### config.mk
export PLATFORM = sky130hd
export DESIGN_NAME = uspc_ctl
export DESIGN_NICKNAME = d
export VERILOG_FILES = /design/src/logic/uspc_pkg.sv /design/src/logic/uspc_fill_check.sv /design/src/logic/uspc_ctl.sv
export SDC_FILE = /design/constraint.sdc
export NUM_CORES = 1
export LEC_CHECK = 0
export ABC_AREA = 1
export BUFFER_PORTS_ARGS = -buffer_cell sky130_fd_sc_hd__buf_2
export CAP_MARGIN = 0
export CORE_ASPECT_RATIO = 0.8
export CORE_UTILIZATION = 44
export CTS_CLUSTER_SIZE = 12
export DETAILED_ROUTE_END_ITERATION = 8
export HOLD_SLACK_MARGIN = 0.08
export MAX_ROUTING_LAYER = met4
export PLACE_DENSITY_LB_ADDON = 0.2
export SKIP_LAST_GASP = 1
export SYNTH_ARGS = -nofsm -noshare
export SYNTH_HDL_FRONTEND = slang
export SYNTH_SLANG_ARGS = --single-unit
export TNS_END_PERCENT = 30
### constraint.sdc
create_clock -name SYS_CLK_IN -period 2.3 [get_ports SYS_CLK_IN]
set_input_delay 0.345 -clock SYS_CLK_IN [delete_from_list [all_inputs] [get_ports SYS_CLK_IN]]
set_output_delay 0.345 -clock SYS_CLK_IN [all_outputs]
set_load 0.005 [all_outputs]
### src/logic/uspc_pkg.sv
// Shared constants and types for the suspend and streaming control block.
package uspc_pkg;
   // Widths of the transceiver power-down word and of the FIFO counts.
   localparam int USPC_PWD_W = 20;
   localparam int USPC_LVL_W = 10;
   localparam int USPC_THR_W = 6;
   // Values after reset, and the all-ones power-down word.
   localparam logic USPC_CLK_DIS_RST = 1'b0;
   localparam logic USPC_GATE_RST = 1'b0;
   localparam logic [USPC_PWD_W-1:0] USPC_PWD_RST = 20'h00000;
   localparam logic [USPC_PWD_W-1:0] USPC_PWD_ALL = 20'hFFFFF;
   localparam logic [USPC_LVL_W-1:0] USPC_LVL_ZERO = 10'h000;
   // One fill-threshold step stands for 2 to the power of this many FIFO entries.
   localparam int USPC_THR_SHIFT = 2;
   // Transmit sequencer states, in Gray code order; IDLE to FILL to SEND steps one bit at a time.
   typedef enum logic [1:0] {
      USPC_TX_IDLE = 2'b00,
      USPC_TX_FILL = 2'b01,
      USPC_TX_SEND = 2'b11,
      USPC_TX_RETRY = 2'b10
   } uspc_tx_state_t;
endpackage

### src/logic/uspc_fill_check.sv
// Registered comparison of a FIFO count against a needed amount.
`timescale 1ns/1ns
module uspc_fill_check
   import uspc_pkg::*;
#(
   parameter int LW = USPC_LVL_W
)
(
   input wire logic clk_in,
   input wire logic resetn_in,
   input wire logic [LW-1:0] level_in,
   input wire logic [LW-1:0] need_in,
   output logic enough_out
);
   logic enough_d;
   logic enough_q;

   // A zero need never counts as enough, so an empty packet waits.
   always_comb
   begin
      enough_d = (need_in != '0) && (level_in >= need_in);
   end

   // Registered so that the caller sees a clean, one-cycle-late level.
   always_ff @(posedge clk_in)
   begin
      if (!resetn_in)
         enough_q <= 1'b0;
      else
         enough_q <= enough_d;
   end

   assign enough_out = enough_q;
endmodule // uspc_fill_check

### src/logic/uspc_ctl.sv
// Suspend, resume and FIFO streaming control for a dual-role USB port.
`timescale 1ns/1ns
module uspc_ctl
   import uspc_pkg::*;
#(
   parameter int PWD_W = USPC_PWD_W,
   parameter int LW = USPC_LVL_W,
   parameter int TW = USPC_THR_W
)
(
   input wire logic SYS_CLK_IN,
   input wire logic RESETN_IN,
   input wire logic ROLE_HOST_IN,
   input wire logic STREAM_DISABLE_IN,
   input wire logic [TW-1:0] TX_FIFO_FILL_THRESHOLD_IN,
   input wire logic CLK_DIS_SET_IN,
   input wire logic CLK_DIS_CLR_IN,
   input wire logic PWD_WR_IN,
   input wire logic [PWD_W-1:0] PWD_DATA_IN,
   input wire logic CLK_GATE_WR_IN,
   input wire logic CLK_GATE_DATA_IN,
   input wire logic DEVICE_IDLE_IN,
   input wire logic HOST_SUSPEND_IN,
   input wire logic HOST_RESUME_IN,
   input wire logic PORT_SUSPEND_IN,
   input wire logic DEV_ATTACHED_IN,
   input wire logic REMOTE_WAKE_IN,
   input wire logic TX_REQ_IN,
   input wire logic [LW-1:0] TX_PKT_LEN_IN,
   input wire logic [LW-1:0] TX_FIFO_LEVEL_IN,
   input wire logic TX_BYTE_SENT_IN,
   input wire logic [LW-1:0] RX_FIFO_FREE_IN,
   input wire logic [LW-1:0] RX_MAX_PKT_IN,
   input wire logic RX_WRITE_IN,
   input wire logic RX_TOKEN_IN,
   output logic CLK_DIS_OUT,
   output logic [PWD_W-1:0] PWD_OUT,
   output logic CLK_GATE_OUT,
   output logic PORT_CHANGE_IRQ_OUT,
   output logic REMOTE_WAKE_IRQ_OUT,
   output logic TX_START_OUT,
   output logic TX_RETRY_OUT,
   output logic TX_DONE_OUT,
   output logic TX_BUSY_OUT,
   output logic RX_OVERRUN_OUT,
   output logic TOKEN_ACK_OUT,
   output logic TOKEN_NAK_OUT
);
   // Low-power control state.
   logic clk_dis_d, clk_dis_q;
   logic [PWD_W-1:0] pwd_d, pwd_q;
   logic gate_d, gate_q;
   logic pci_d, pci_q;
   logic rwk_d, rwk_q;
   logic suspend_ok;

   // Transmit sequencer state.
   uspc_tx_state_t tx_st_d, tx_st_q;
   logic [LW-1:0] tx_left_d, tx_left_q;
   logic [LW-1:0] tx_need;
   logic [LW-1:0] thr_entries;
   logic tx_enough;
   logic tx_start_d, tx_start_q;
   logic tx_retry_d, tx_retry_q;
   logic tx_done_d, tx_done_q, tx_busy_d, tx_busy_q;
   logic underrun;

   // Receive side state.
   logic ovr_d, ovr_q;
   logic rx_room;
   logic ack_d, ack_q;
   logic nak_d, nak_q;

   // The role decides which bus condition makes suspend legal.
   always_comb
   begin
      if (ROLE_HOST_IN)
         suspend_ok = PORT_SUSPEND_IN || !DEV_ATTACHED_IN;
      else
         suspend_ok = DEVICE_IDLE_IN || HOST_SUSPEND_IN;
   end

   // Next values of the low-power bits and the two wake interrupts.
   // The power-down word and clock gate change only by software writes,
   // so a wake leaves the transceiver powered and clocked as software last set it.
   always_comb
   begin
      clk_dis_d = clk_dis_q;
      pwd_d = pwd_q;
      gate_d = gate_q;
      pci_d = 1'b0;
      rwk_d = 1'b0;
      // Setting is software-only and refused while suspend is illegal.
      if (CLK_DIS_SET_IN && suspend_ok)
         clk_dis_d = 1'b1;
      if (CLK_DIS_CLR_IN)
         clk_dis_d = 1'b0;
      // A host-driven resume wakes the transceiver on its own.
      if (!ROLE_HOST_IN && HOST_RESUME_IN && clk_dis_q)
         clk_dis_d = 1'b0;
      if (PWD_WR_IN)
         pwd_d = PWD_DATA_IN;
      if (CLK_GATE_WR_IN)
         gate_d = CLK_GATE_DATA_IN;
      if (REMOTE_WAKE_IN && PORT_SUSPEND_IN && !clk_dis_q)
         pci_d = 1'b1;
      if (REMOTE_WAKE_IN && clk_dis_q && (pwd_q == '0) && !gate_q)
         rwk_d = 1'b1;
   end

   // Registers of the low-power group.
   always_ff @(posedge SYS_CLK_IN)
   begin
      if (!RESETN_IN)
      begin
         clk_dis_q <= USPC_CLK_DIS_RST;
         pwd_q <= USPC_PWD_RST;
         gate_q <= USPC_GATE_RST;
         pci_q <= 1'b0;
         rwk_q <= 1'b0;
      end
      else
      begin
         clk_dis_q <= clk_dis_d;
         pwd_q <= pwd_d;
         gate_q <= gate_d;
         pci_q <= pci_d;
         rwk_q <= rwk_d;
      end
   end

   // Threshold in entries; a large value buys bus latency for a late start.
   assign thr_entries = LW'({TX_FIFO_FILL_THRESHOLD_IN, 2'b00});

   // Amount to hold before sending: whole packet when streaming is off.
   always_comb
   begin
      if (STREAM_DISABLE_IN || (thr_entries >= tx_left_q))
         tx_need = tx_left_q;
      else
         tx_need = thr_entries;
   end

   uspc_fill_check #(.LW(LW)) u_tx_fill (
      .clk_in(SYS_CLK_IN),
      .resetn_in(RESETN_IN),
      .level_in(TX_FIFO_LEVEL_IN),
      .need_in(tx_need),
      .enough_out(tx_enough)
   );

   // Starved FIFO with bytes still owed; whole-packet mode never gets here.
   assign underrun = (TX_FIFO_LEVEL_IN == USPC_LVL_ZERO) &&
                     !TX_BYTE_SENT_IN && (tx_left_q != USPC_LVL_ZERO);

   // Transmit sequencer for host OUT data packets.
   always_comb
   begin
      tx_st_d = tx_st_q;
      tx_left_d = tx_left_q;
      tx_start_d = 1'b0;
      tx_retry_d = 1'b0;
      tx_done_d = 1'b0;
      unique case (tx_st_q)
         USPC_TX_IDLE:
         begin
            if (TX_REQ_IN && ROLE_HOST_IN)
            begin
               tx_left_d = TX_PKT_LEN_IN;
               tx_st_d = USPC_TX_FILL;
            end
         end
         USPC_TX_FILL:
         begin
            if (tx_enough)
            begin
               tx_start_d = 1'b1;
               tx_st_d = USPC_TX_SEND;
            end
         end
         USPC_TX_SEND:
         begin
            if (TX_BYTE_SENT_IN)
               tx_left_d = tx_left_q - LW'(1);
            if (TX_BYTE_SENT_IN && (tx_left_q == LW'(1)))
            begin
               tx_done_d = 1'b1;
               tx_st_d = USPC_TX_IDLE;
            end
            else if (!STREAM_DISABLE_IN && underrun)
            begin
               tx_retry_d = 1'b1;
               tx_st_d = USPC_TX_RETRY;
            end
         end
         USPC_TX_RETRY:
         begin
            // The whole OUT transaction is reissued from its first byte.
            tx_left_d = TX_PKT_LEN_IN;
            tx_st_d = USPC_TX_FILL;
         end
      endcase
      tx_busy_d = (tx_st_d != USPC_TX_IDLE);
   end

   // Registers of the transmit group.
   always_ff @(posedge SYS_CLK_IN)
   begin
      if (!RESETN_IN)
      begin
         tx_st_q <= USPC_TX_IDLE;
         tx_left_q <= USPC_LVL_ZERO;
         tx_start_q <= 1'b0;
         tx_retry_q <= 1'b0;
         tx_done_q <= 1'b0;
         tx_busy_q <= 1'b0;
      end
      else
      begin
         tx_st_q <= tx_st_d;
         tx_left_q <= tx_left_d;
         tx_start_q <= tx_start_d;
         tx_retry_q <= tx_retry_d;
         tx_done_q <= tx_done_d;
         tx_busy_q <= tx_busy_d;
      end
   end

   uspc_fill_check #(.LW(LW)) u_rx_room (
      .clk_in(SYS_CLK_IN),
      .resetn_in(RESETN_IN),
      .level_in(RX_FIFO_FREE_IN),
      .need_in(RX_MAX_PKT_IN),
      .enough_out(rx_room)
   );

   // Device answers; with streaming off a token needs room for a packet.
   always_comb
   begin
      ovr_d = ovr_q;
      ack_d = 1'b0;
      nak_d = 1'b0;
      if (RX_WRITE_IN && (RX_FIFO_FREE_IN == USPC_LVL_ZERO))
         ovr_d = 1'b1;
      else if (RX_FIFO_FREE_IN != USPC_LVL_ZERO)
         ovr_d = 1'b0;
      if (RX_TOKEN_IN && !ROLE_HOST_IN && !ovr_q)
      begin
         if (STREAM_DISABLE_IN && !rx_room)
            nak_d = 1'b1;
         else
            ack_d = 1'b1;
      end
   end

   // Registers of the receive group.
   always_ff @(posedge SYS_CLK_IN)
   begin
      if (!RESETN_IN)
      begin
         ovr_q <= 1'b0;
         ack_q <= 1'b0;
         nak_q <= 1'b0;
      end
      else
      begin
         ovr_q <= ovr_d;
         ack_q <= ack_d;
         nak_q <= nak_d;
      end
   end

   // Every output is a flip-flop.
   assign CLK_DIS_OUT = clk_dis_q;
   assign PWD_OUT = pwd_q;
   assign CLK_GATE_OUT = gate_q;
   assign PORT_CHANGE_IRQ_OUT = pci_q;
   assign REMOTE_WAKE_IRQ_OUT = rwk_q;
   assign TX_START_OUT = tx_start_q;
   assign TX_RETRY_OUT = tx_retry_q;
   assign TX_DONE_OUT = tx_done_q;
   assign TX_BUSY_OUT = tx_busy_q;
   assign RX_OVERRUN_OUT = ovr_q;
   assign TOKEN_ACK_OUT = ack_q;
   assign TOKEN_NAK_OUT = nak_q;
endmodule // uspc_ctl

# Word level (Yosys, flattened, before mapping)
# Cells that the tools add are included.
# totals
out_inout_bits	31
reg_bits	45
wordCells	94
# op_classes
order_cmp	3
eq_ne	6
bitwise	2
n_addsub	1
muxes	19
n_reduce_logical	47
# ops
operator	n
nonzero test 10 bit	4
two-way mux 10 bit	3
one-hot mux 10 bit (3 select lines)	1
>= comparator 10 bit	2
logical NOT 10 bit	2
logical NOT 20 bit	1
logical AND 1 bit	19
== test 10 x 1 -> 1 bit, second input constant	1
>= comparator 8 x 10 -> 1 bit	1
two-way mux 1 bit	10
subtractor 10 x 1 -> 10 bit, second input constant	1
logical NOT 1 bit	8
two-way mux 2 bit	4
one-hot mux 2 bit (4 select lines)	1
AND reduction 2 bit	3
OR reduction 3 bit	2
== test 2 bit, second input constant	2
!= test 2 bit, second input constant	2
nonzero test 2 bit	2
logical OR 1 bit	3
AND reduction 3 bit	1
nonzero test 3 bit	1
== test 2 x 1 -> 1 bit, second input constant	1
logical NOT 2 bit	1
inverter 1 bit	2

# Depth between registers and ports, before layout
# Gate-level depths: netlist of run 1.
# logic_depth
depth_word	8
depth_mapped	18
mapped_depth_nobuf	17

# Hierarchy
# A second synthesis of run 1 with hierarchy kept.
# unflattened
hier_cells	443
area_unflattened_um2	2894.0
# modules_own_cells
module	instances	area_per_inst_um2	seq_area_each_um2	cells_each
uspc_ctl	1	2237.1	860.8	334
uspc_fill_check at u_rx_room	1	329.1	20.0	55
uspc_fill_check at u_tx_fill	1	327.8	20.0	54

# Worst setup path after synthesis of run 1
# Ideal clock, no wire load.
# synth_path
path_type	register to register
startpoint	register tx_left_q[5]
endpoint	register u_tx_fill.enough_q, in the netlist u_tx_fill.enough_out
path_slack_ns	0.123
setup_time_ns	0.066
required_time_ns	2.234
arrival_ns	2.111
stages_incl_launch_ff	19
path_cell_list	dfxtp_1 -> inv_1 -> ha_1 -> nand2_1 -> inv_1 -> nand2_1 -> nand2_1 -> nand2_4 -> nand3_4 -> buf_8 -> nand2_2 -> nand2_2 -> ha_1 -> nand2_1 -> nor2_1 -> o211ai_1 -> nand4_1 -> nand2_1 -> a21oi_2
# synth_via
elab_chain_cells	5
word_cells_on_any_way	6
cone_classes	order compare (2); mux (1); reduce/logical (3)
# synth_rtl
item	line_no	source
start: declaration	uspc_ctl.sv:59	logic [LW-1:0] tx_left_d, tx_left_q;
start signal: assignment	uspc_ctl.sv:221	tx_left_q <= tx_left_d;
>= comparator 8 x 10 -> 1 bit	uspc_ctl.sv:138	if (STREAM_DISABLE_IN || (thr_entries >= tx_left_q))
logical OR 1 bit	uspc_ctl.sv:138	
two-way mux 10 bit *	uspc_ctl.sv:138	
>= comparator 10 bit or nonzero test 10 bit (tied branches)	uspc_fill_check.sv:21	enough_d = (need_in != '0) && (level_in >= need_in);
logical AND 1 bit *	uspc_fill_check.sv:21	
end signal: assignment	uspc_fill_check.sv:30	enough_q <= enough_d;
end: declaration	uspc_fill_check.sv:16	logic enough_q;
# Mark *: on every way between the ends. The rest lies on a longest branch, timed or not.
# A chain may end at the register's enable or synchronous reset.

# Final worst setup path of run 1
# layout_path
startpoint	register tx_left_q[1]
endpoint	register u_tx_fill.enough_q, in the netlist u_tx_fill.enough_out
# Same word-level chain as after synthesis.

==> results.md, run 1 <==
Status:
- The flow ran to the end, and the final reports show no timing, DRC or antenna violations.

Clock network:
- After clock tree synthesis, the clock-pin slew on the worst setup and hold paths is 0.09 ns.
- The clock root buffer master is clkbuf_8.
- The total number of clock tree sinks is 45.
- The clock tree buffer depth is 2.
- The number of levels in the clock H-tree is 2.
- The clock reaches the later pin of the worst-skew pair after 0.30 ns.
- TritonCTS built the clock tree.
- The total CTS buffers is 5.

Floorplan:
- 116 I/O pins were placed.
- The overall die area is 6794 um^2.
- The number of placement rows is 25.
- The initial core utilization is 46.89%.
- The horizontal die dimension is 91.91 um.
- The die span in y is 73.93 um.
- The placeable core region is 6068 um^2.

Routing:
- The average wire per cell in the routed design is 13.59 um.
- The routed layout has 3225 vias.
- The first detailed-routing pass ran for 5 iterations.
- The wire length after detailed routing is 8410 um.
- The initial detailed-routing violation count is 153.
- The number of nets with antenna violations after routing is 0.
- For this run, design rule violations remaining after detail routing come to 0.
- Using the TritonRoute via totals, the vias-per-cell ratio works out to 5.210.

Synth:
- Synthesis produced a netlist with a net count of 520.
- The mean instance size in the synthesized netlist is 7.008 um^2.
- The mapped cell area is 2845 um^2.
- Synthesis produced a netlist whose cell count is 406.
- Yosys printed 0 warnings.
- The share of the Yosys chip area taken by registers is 31.66%.
- The number of different library cells in the post-synthesis netlist is 32.
- The number of synthesized register bits is 45.

Flow run:
- Across the run, the number of max-cap violations was 0.

Global route:
- The via count of the first global-routing pass came to 2781.
- Global routing finished with a remaining overflow of 0.
- The first-pass GRT wire length is 12920 um.
- Across every metal layer, demand over resource in global routing totals 24.93%.
- Entering global routing, the biggest net connects 30 pins.
- The initial antenna violation count is 0.

Finish:
- For this run, the number of standard cells in the final layout without fillers is 619.
- The post-route netlist has 38.29% of its cells at a drive strength greater than 1.
- From synthesis to final layout, the design area changed by 39.71%.
- The library cell used most frequently in the layout, excluding fill and tap cells, is buf_2.
- The count of antenna diodes in the layout is 0.
- The fill cell instance count of the final layout is 574.
- The final layout net count is 651.
- For this run, the share of the core covered by cells in the final layout is 65.51%.
- In the layout the commonest cells are 115 x buf_2, 72 x nor2_1, 47 x nand2_1.

Worst hold path:
- The endpoint with the worst hold slack is CLK_DIS_OUT.
- The origin of the worst min-delay path is CLK_DIS_CLR_IN.
- The path class of the tightest hold or removal check is input port to flop.
- The worst hold path depth is 2.

STA:
- Setup repair after global routing could not meet its margin everywhere.
- The fmax is 0.4547 GHz.
- The total count of hold-check failures in the final report is 0.
- Setup violations remaining at the end of the flow were counted as 0.
- The final critical path takes up 95.63% of the cycle.
- For the pin with the worst max-slew slack, the measured transition is 0.6088 ns.
- The worst pin sits at a relative slew slack of 59.37%.
- The worst hold slack after final layout is 0.2261 ns.
- The worst path in the final design needs a cycle of 2.199 ns, including I/O delays and setup.
- The total count of max-transition violations in the final report came to 0.
- Setup slack closes at 0.1005 ns.
- The worst clock skew is 0.009002 ns.

Placement:
- Prior to clock tree synthesis, the placed netlist has a worst setup slack of -0.09337 ns.
- The number of port buffers is 115.
- The post-DP HPWL is 6397 um.
- The placer congestion estimate is 0.9275.
- The post-placement cell count is 607.

Pwr:
- The part of the total power dissipated in combinational logic is 34.7%.
- For this design the static power due to leakage is 1.979 nW.
- Net switching is 33.12% of the power.
- In this run, the clock network consumes 27.4% of the power.
- Power spread over the standard cell area amounts to 579.3 nW/um^2.
- The internal portion of the total power is 1.540 mW.
- IR analysis of the VDD net gives a maximum drop of 0.0003070 V.
- For this design the total switching power over the nets is 0.7626 mW.
- Summing internal, switching and leakage power gives 2.303 mW.
- Sequential cells account for 38.0% of the total power.

Worst setup path:
- The worst setup path is launched from a flop.
- The biggest fanout along the worst timing path is 9.
- Data on the critical path is required at its endpoint by 2.54 ns.
- In this run the critical register-to-register path is launched from tx_left_q[1].
- For the worst setup path, the data arrival time is 2.44 ns.
- The worst-case register-to-register setup slack is 0.10 ns.
- The critical path in this run is classified as flop to flop.
- The number of cells on the worst reg-to-reg path is 14.
- The worst setup path is captured at a flop.
- In this run the critical register-to-register path is captured at u_tx_fill.enough_out.
==> registers in the layout (all words and copies together), names as in the netlist <==
name and count:
CLK_DIS_OUT 1, CLK_GATE_OUT 1, PORT_CHANGE_IRQ_OUT 1, PWD_OUT 20, REMOTE_WAKE_IRQ_OUT 1, RX_OVERRUN_OUT 1
TOKEN_ACK_OUT 1, TOKEN_NAK_OUT 1, TX_BUSY_OUT 1, TX_DONE_OUT 1, TX_RETRY_OUT 1, TX_START_OUT 1
tx_left_q 10, tx_st_q 2, u_rx_room.enough_out 1, u_tx_fill.enough_out 1
==> cells by family after synthesis <==
group,count (synthesis),synth area share [%]
AND/OR/NAND/NOR,194,31.66
AO/OA/AOI/OAI,76,15.17
buffers and inverters,61,8.443
flip-flops,45,31.66
adder cells (fa/ha/maj),29,12.75
XOR/XNOR,1,0.3079
==> worst max path at each step <==
| stage | start | to | slack (ns) | cells after the start |
|---|---|---|---|---|
| 3_5_place_dp | TX_FIFO_FILL_THRESHOLD_IN[3] | u_tx_fill.enough_out | -0.09 | 17 |
| 4_1_cts | tx_left_q[7] | u_tx_fill.enough_out | 0.002 | 15 |
| 6_report | tx_left_q[1] | u_tx_fill.enough_out | 0.10 | 14 |
| 5_1_grt | tx_left_q[7] | u_tx_fill.enough_out | -0.02 | 15 |
| 2_1_floorplan | tx_left_q[5] | u_tx_fill.enough_out | 0.12 | 18 |
| 3_3_place_gp | TX_FIFO_FILL_THRESHOLD_IN[5] | u_tx_fill.enough_out | 0.03 | 14 |
==> routing by layer <==
| layer | track usage [%] | part of all wire (%) | vias to the layer above |
|---|---|---|---|
| met5 | - | 0 | - |
| met4 | 9.549 | 2.1 | 0 |
| met3 | 3.830 | 6.6 | 16 |
| met2 | 39.14 | 46 | 127 |
| met1 | 32.52 | 46 | 1461 |
| li1 | - | - | 1621 |
==> critical path, stage by stage, from the launching register on <==
cell      delay (ns)
dfxtp_2         0.35
inv_1           0.12
ha_2            0.22
nand3_1         0.11
nor2_4          0.16
nand2_8         0.09
nand3_4         0.11
nand2_1         0.08
ha_1            0.30
nand2_1         0.10
nor2_4          0.10
o211ai_1        0.10
nand4_1         0.09
nand2_1         0.07
a21oi_2         0.11
==> cells in the mapped netlist <==
master	n	share of area [%]
nor3_1	7	1.2
clkbuf_1	11	1.5
nand2_4	2	0.79
o21ai_1	9	1.6
nand3_1	13	2.3
and2_1	1	0.22
nand2_1	56	7.4
o21bai_1	1	0.26
xor2_1	1	0.31
o2111a_1	1	0.40
ha_1	29	13
a2111oi_0	1	0.31
o21ai_0	32	5.6
inv_2	4	0.53
a21oi_2	1	0.31
dfxtp_1	45	32
o211ai_1	3	0.79
a31oi_1	3	0.66
nand4_1	13	2.9
nor2_4	1	0.40
nor4_1	11	2.4
nor2_2	1	0.22
inv_1	45	5.9
a21oi_1	19	3.3
a21oi_4	1	0.57
nand3_4	1	0.62
buf_8	1	0.53
nand2_2	12	2.6
nor2_1	75	9.9
a211oi_1	3	0.79
o21a_1	2	0.53
nor2_8	1	0.70
==> cell type report <==
type | count | area, um^2 | area share (%)
clock inverter | 2 | 37.54 | 0.9443
multi-input combinational | 302 | 1938 | 48.76
inverter | 49 | 183.9 | 4.627
sequential | 45 | 909.6 | 22.88
clock buffer | 6 | 82.58 | 2.077
tap | 81 | 101.3 | 2.550
timing repair buffer | 134 | 721.9 | 18.16
==> stage by stage <==
step                cell area [um^2]  TNS [ns]
global route                    3975  -0.02111
detailed placement              3593  -0.09337
finish                          3975         0
global placement                3593         0
floorplan                       2845         0
CTS                             3741         0
==> timing repair <==
item                       4_1_cts  5_1_grt
gates cloned                     1        1
buffers inserted                 0        2
pin swaps                        5       21
hold buffers                     0        0
setup endpoints to repair        1        1
gates resized for setup          6       41
==> power groups by stage <==
stage                     Sequential, mW  Combinational, mW  Clock, mW
after global placement             0.886              0.632          0
after floorplan                    0.888              0.399          0
after global routing               0.879              0.883      0.677
after detailed placement           0.887              0.645          0
final                              0.874              0.798      0.630
after CTS                          0.870              0.664      0.643
(Power assumes the default switching activity.)
==> run 2, diff against run 1 <==
--- a/config.mk
+++ b/config.mk
@@ -13,9 +13,9 @@
 export CTS_CLUSTER_SIZE = 12
 export DETAILED_ROUTE_END_ITERATION = 8
 export HOLD_SLACK_MARGIN = 0.08
-export MAX_ROUTING_LAYER = met4
-export PLACE_DENSITY_LB_ADDON = 0.2
+export PLACE_DENSITY = 0.79
 export SKIP_LAST_GASP = 1
+export SLEW_MARGIN = 15
 export SYNTH_ARGS = -nofsm -noshare
 export SYNTH_HDL_FRONTEND = slang
 export SYNTH_SLANG_ARGS = --single-unit
==> results.md, run 2 (same netlist as run 1, synthesis figures left out) <==
Pwr:
- The power spent charging and discharging nets is 0.7722 mW (was 0.7626 mW).
- The overall power of the completed layout was 2.280 mW (was 2.303 mW).
- The part of the total power dissipated in combinational logic is 34.3% (was 34.7%).
- The worst supply voltage drop on vdd is 0.0003150 V (was 0.0003070 V).
- The switching part of the total power is 33.86% (was 33.12%).
- The static power due to leakage came to 1.969 nW (was 1.979 nW).
- The part of the power in the clock network is 27.2% (was 27.4%).
- The cell-internal power is 1.508 mW (was 1.540 mW).
- The part of the total power dissipated in sequential elements is 38.4% (was 38.0%).
- The cell area power density is 576.9 nW/um^2 (was 579.3 nW/um^2).

STA:
- The final setup slack of the worst path came to 0.04324 ns (was 0.1005 ns).
- The period utilization is 98.12% (was 95.63%).
- The slew at the pin closest to its max-slew limit is 0.6224 ns (was 0.6088 ns).
- The total count of hold-check failures in the final report is 0 (unchanged).
- The total count of max-transition violations in the final report is 0 (unchanged).
- The fmax was 0.4431 GHz (was 0.4547 GHz).
- The final critical-path required period came to 2.257 ns (was 2.199 ns).
- The worst-case headroom to the max-slew limit is 58.46% (was 59.37%).
- The worst clock skew is 0.009626 ns (was 0.009002 ns).
- The number of failing setup endpoints in the final timing report is 0 (unchanged).

Clock network:
- The clock root buffer master was clkbuf_8 (unchanged).
- The total number of clock tree sinks is 45 (unchanged).
- The count of hold buffers inserted by post-cts repair is 0 (unchanged).
- The clock insertion delay at the later pin of the skew report is 0.29 ns (was 0.30 ns).
- The number of levels in the clock H-tree is 2 (unchanged).
- The TritonCTS clock tree is built (unchanged).
- The total CTS buffers was 5 (unchanged).
- The CTS clock-pin slew for the worst setup and hold paths is 0.10 ns (was 0.09 ns).
- The clock tree buffer depth is 2 (unchanged).

Global route:
- The first-pass GRT wire length was 13290 um (was 12920 um).
- The global-route usage over all layers came to 24.36% (was 24.93%).
- The via count of the first global-routing pass is 2989 (was 2781).
- The pin count of the biggest net entering global routing was 30 (unchanged).
- The initial antenna violation count is 0 (unchanged).
- The overflow left after global routing was 0 (unchanged).

Placement:
- The placer congestion estimate was 0.9566 (was 0.9275).
- The cell area after placement is 3556 um^2 (was 3593 um^2).
- The number of port buffers came to 115 (unchanged).
- The post-DP HPWL is 6392 um (was 6397 um).
- The post-placement worst setup slack was -0.09245 ns (was -0.09337 ns).

Routing:
- The number of vias per cell after detailed routing came to 5.218 (was 5.210).
- The initial detailed-routing violation count is 172 (was 153).
- The wire length after detailed routing came to 8670 um (was 8410 um).
- The count of TritonRoute iterations in the first routing pass is 5 (unchanged).
- The residual DRC count is 0 (unchanged).
- The number of vias after detailed routing is 3225 (unchanged).
- The number of nets with antenna violations after routing is 0 (unchanged).
- The average wire per cell in the routed design is 14.03 um (was 13.59 um).

Status:
- Outcome: finished clean (unchanged).

Worst setup path:
- The critical path launch point type is a flop (unchanged).
- The endpoint type of the worst setup path is a flop (unchanged).
- The biggest fanout along the worst timing path was 5 (was 9).
- The type of the worst setup path is flop to flop (unchanged).
- Cell breakdown of the critical path: inv_2, ha_4, nand2_2, nand2_2, nand2_2, nand2_4, nand2_4, buf_4, nand4_1, nand2_2, ha_4, nand2_2, nor2_1, nand4_1, nand4_1, nand2_1, a21oi_2 (was inv_1, ha_2, nand3_1, nor2_4, nand2_8, nand3_4, nand2_1, ha_1, nand2_1, nor2_4, o211ai_1, nand4_1, nand2_1, a21oi_2).
- The cell seen most often among critical-path stages is nand2_2 (was nand2_1).
- The required arrival time at the worst endpoint is 2.53 ns (was 2.54 ns).
- The slowest cell on the critical path is dfxtp_2 (unchanged).
- The worst-case register-to-register setup slack came to 0.04 ns (was 0.10 ns).
- The delay of the slowest critical-path stage was 0.36 ns (was 0.35 ns).
- The worst endpoint data arrival time is 2.49 ns (was 2.44 ns).

Floorplan:
- The initial core utilization is 46.89% (unchanged).
- The die span in y is 73.93 um (unchanged).
- The overall die area came to 6794 um^2 (unchanged).
- The number of primary I/O pins was 116 (unchanged).
- The horizontal die dimension is 91.91 um (unchanged).
- The number of placement rows is 25 (unchanged).
- The placeable core region is 6068 um^2 (unchanged).

Finish:
- The layout overhead on the synthesized area came to 38.92% (was 39.71%).
- The most common cell after layout, fill and taps aside was buf_2 (unchanged).
- The number of flip-flops under the largest register name was 20 (unchanged).
- The fraction of final layout cells with drive strength greater than 1 is 38.55% (was 38.29%).
- Most used cells in the layout excluding fill and tap cells: 115 x buf_2, 73 x nor2_1, 46 x nand2_1 (was 115 x buf_2, 72 x nor2_1, 47 x nand2_1).
- The count of antenna diodes in the layout is 0 (unchanged).
- The design area is 3953 um^2 (was 3975 um^2).
- The final layout net count is 650 (was 651).

Flow run:
- The count of max-cap constraint violations is 0 (unchanged).

Worst hold path:
- The worst min-delay path class is input port to flop (unchanged).
-- run 2: changes by cell type in the layout (fill, tap and decap cells not counted), sizes merged --
cell,delta
buf,-1
inv,+1
clkinv,+1
clkbuf,-1
clkinvlp,-1
-- run 2: final timing paths --
path,start,endpoint,cells after the start
worst min register to register,u_rx_room.enough_out,TOKEN_NAK_OUT,1
worst max register to register,tx_left_q[3],u_tx_fill.enough_out,17
worst min-delay path,CLK_DIS_CLR_IN,CLK_DIS_OUT,2
worst max-delay path,tx_left_q[3],u_tx_fill.enough_out,17
-- run 2: routing by layer --
metal	GRT usage, %	wire length (um)	vias to the layer above
met5	0	0	-
met4	6.424	143	0
li1	-	-	1618
met3	4.969	685	17
met1	31.22	3637	1434
met2	42.29	4202	156
-- run 2: cell type report --
class / count / area [um^2]
clock inverters: 3 / 50.05
well taps: 81 / 101.3
clock buffers: 5 / 68.82
multi-input cells: 302 / 1921
repair buffers: 133 / 714.4
inverters: 49 / 186.4
flip-flops and latches: 45 / 910.9
fillers: 525 / 2116
-- run 2: power by group through the flow --
stage / logic, mW / registers [mW] / clock network [mW]
floorplan: 0.399 / 0.888 / 0
global placement: 0.615 / 0.888 / 0
detailed placement: 0.634 / 0.889 / 0
CTS: 0.647 / 0.872 / 0.633
global route: 0.865 / 0.881 / 0.672
finish: 0.783 / 0.876 / 0.621
-- run 2: metrics by stage --
stage	utilization, %	TNS, ns	instances	hold slack [ns]
after floorplan	-	0	406	0.3980
after global placement	58.60	0	602	0.4170
after detailed placement	58.60	-0.09245	602	0.4245
after CTS	60.93	0	612	0.2038
after global routing	65.13	-0.06131	618	0.2215
final	65.13	0	618	0.2118
-- run 2: repair_timing --
item,4_1_cts,5_1_grt
buffers inserted,1,5
gates resized for setup,3,47
endpoints found under the setup margin,1,1
pin swaps,1,23
cloned,1,1
-- run 2: worst max-delay path, delay by kind of cell (launching register included) --
family	cells	cell delay, ns
AND/OR/NAND/NOR	12	0.98
adder cells (fa/ha/maj)	2	0.55
flip-flops	1	0.36
AO/OA/AOI/OAI	1	0.11
buffers and inverters	2	0.20
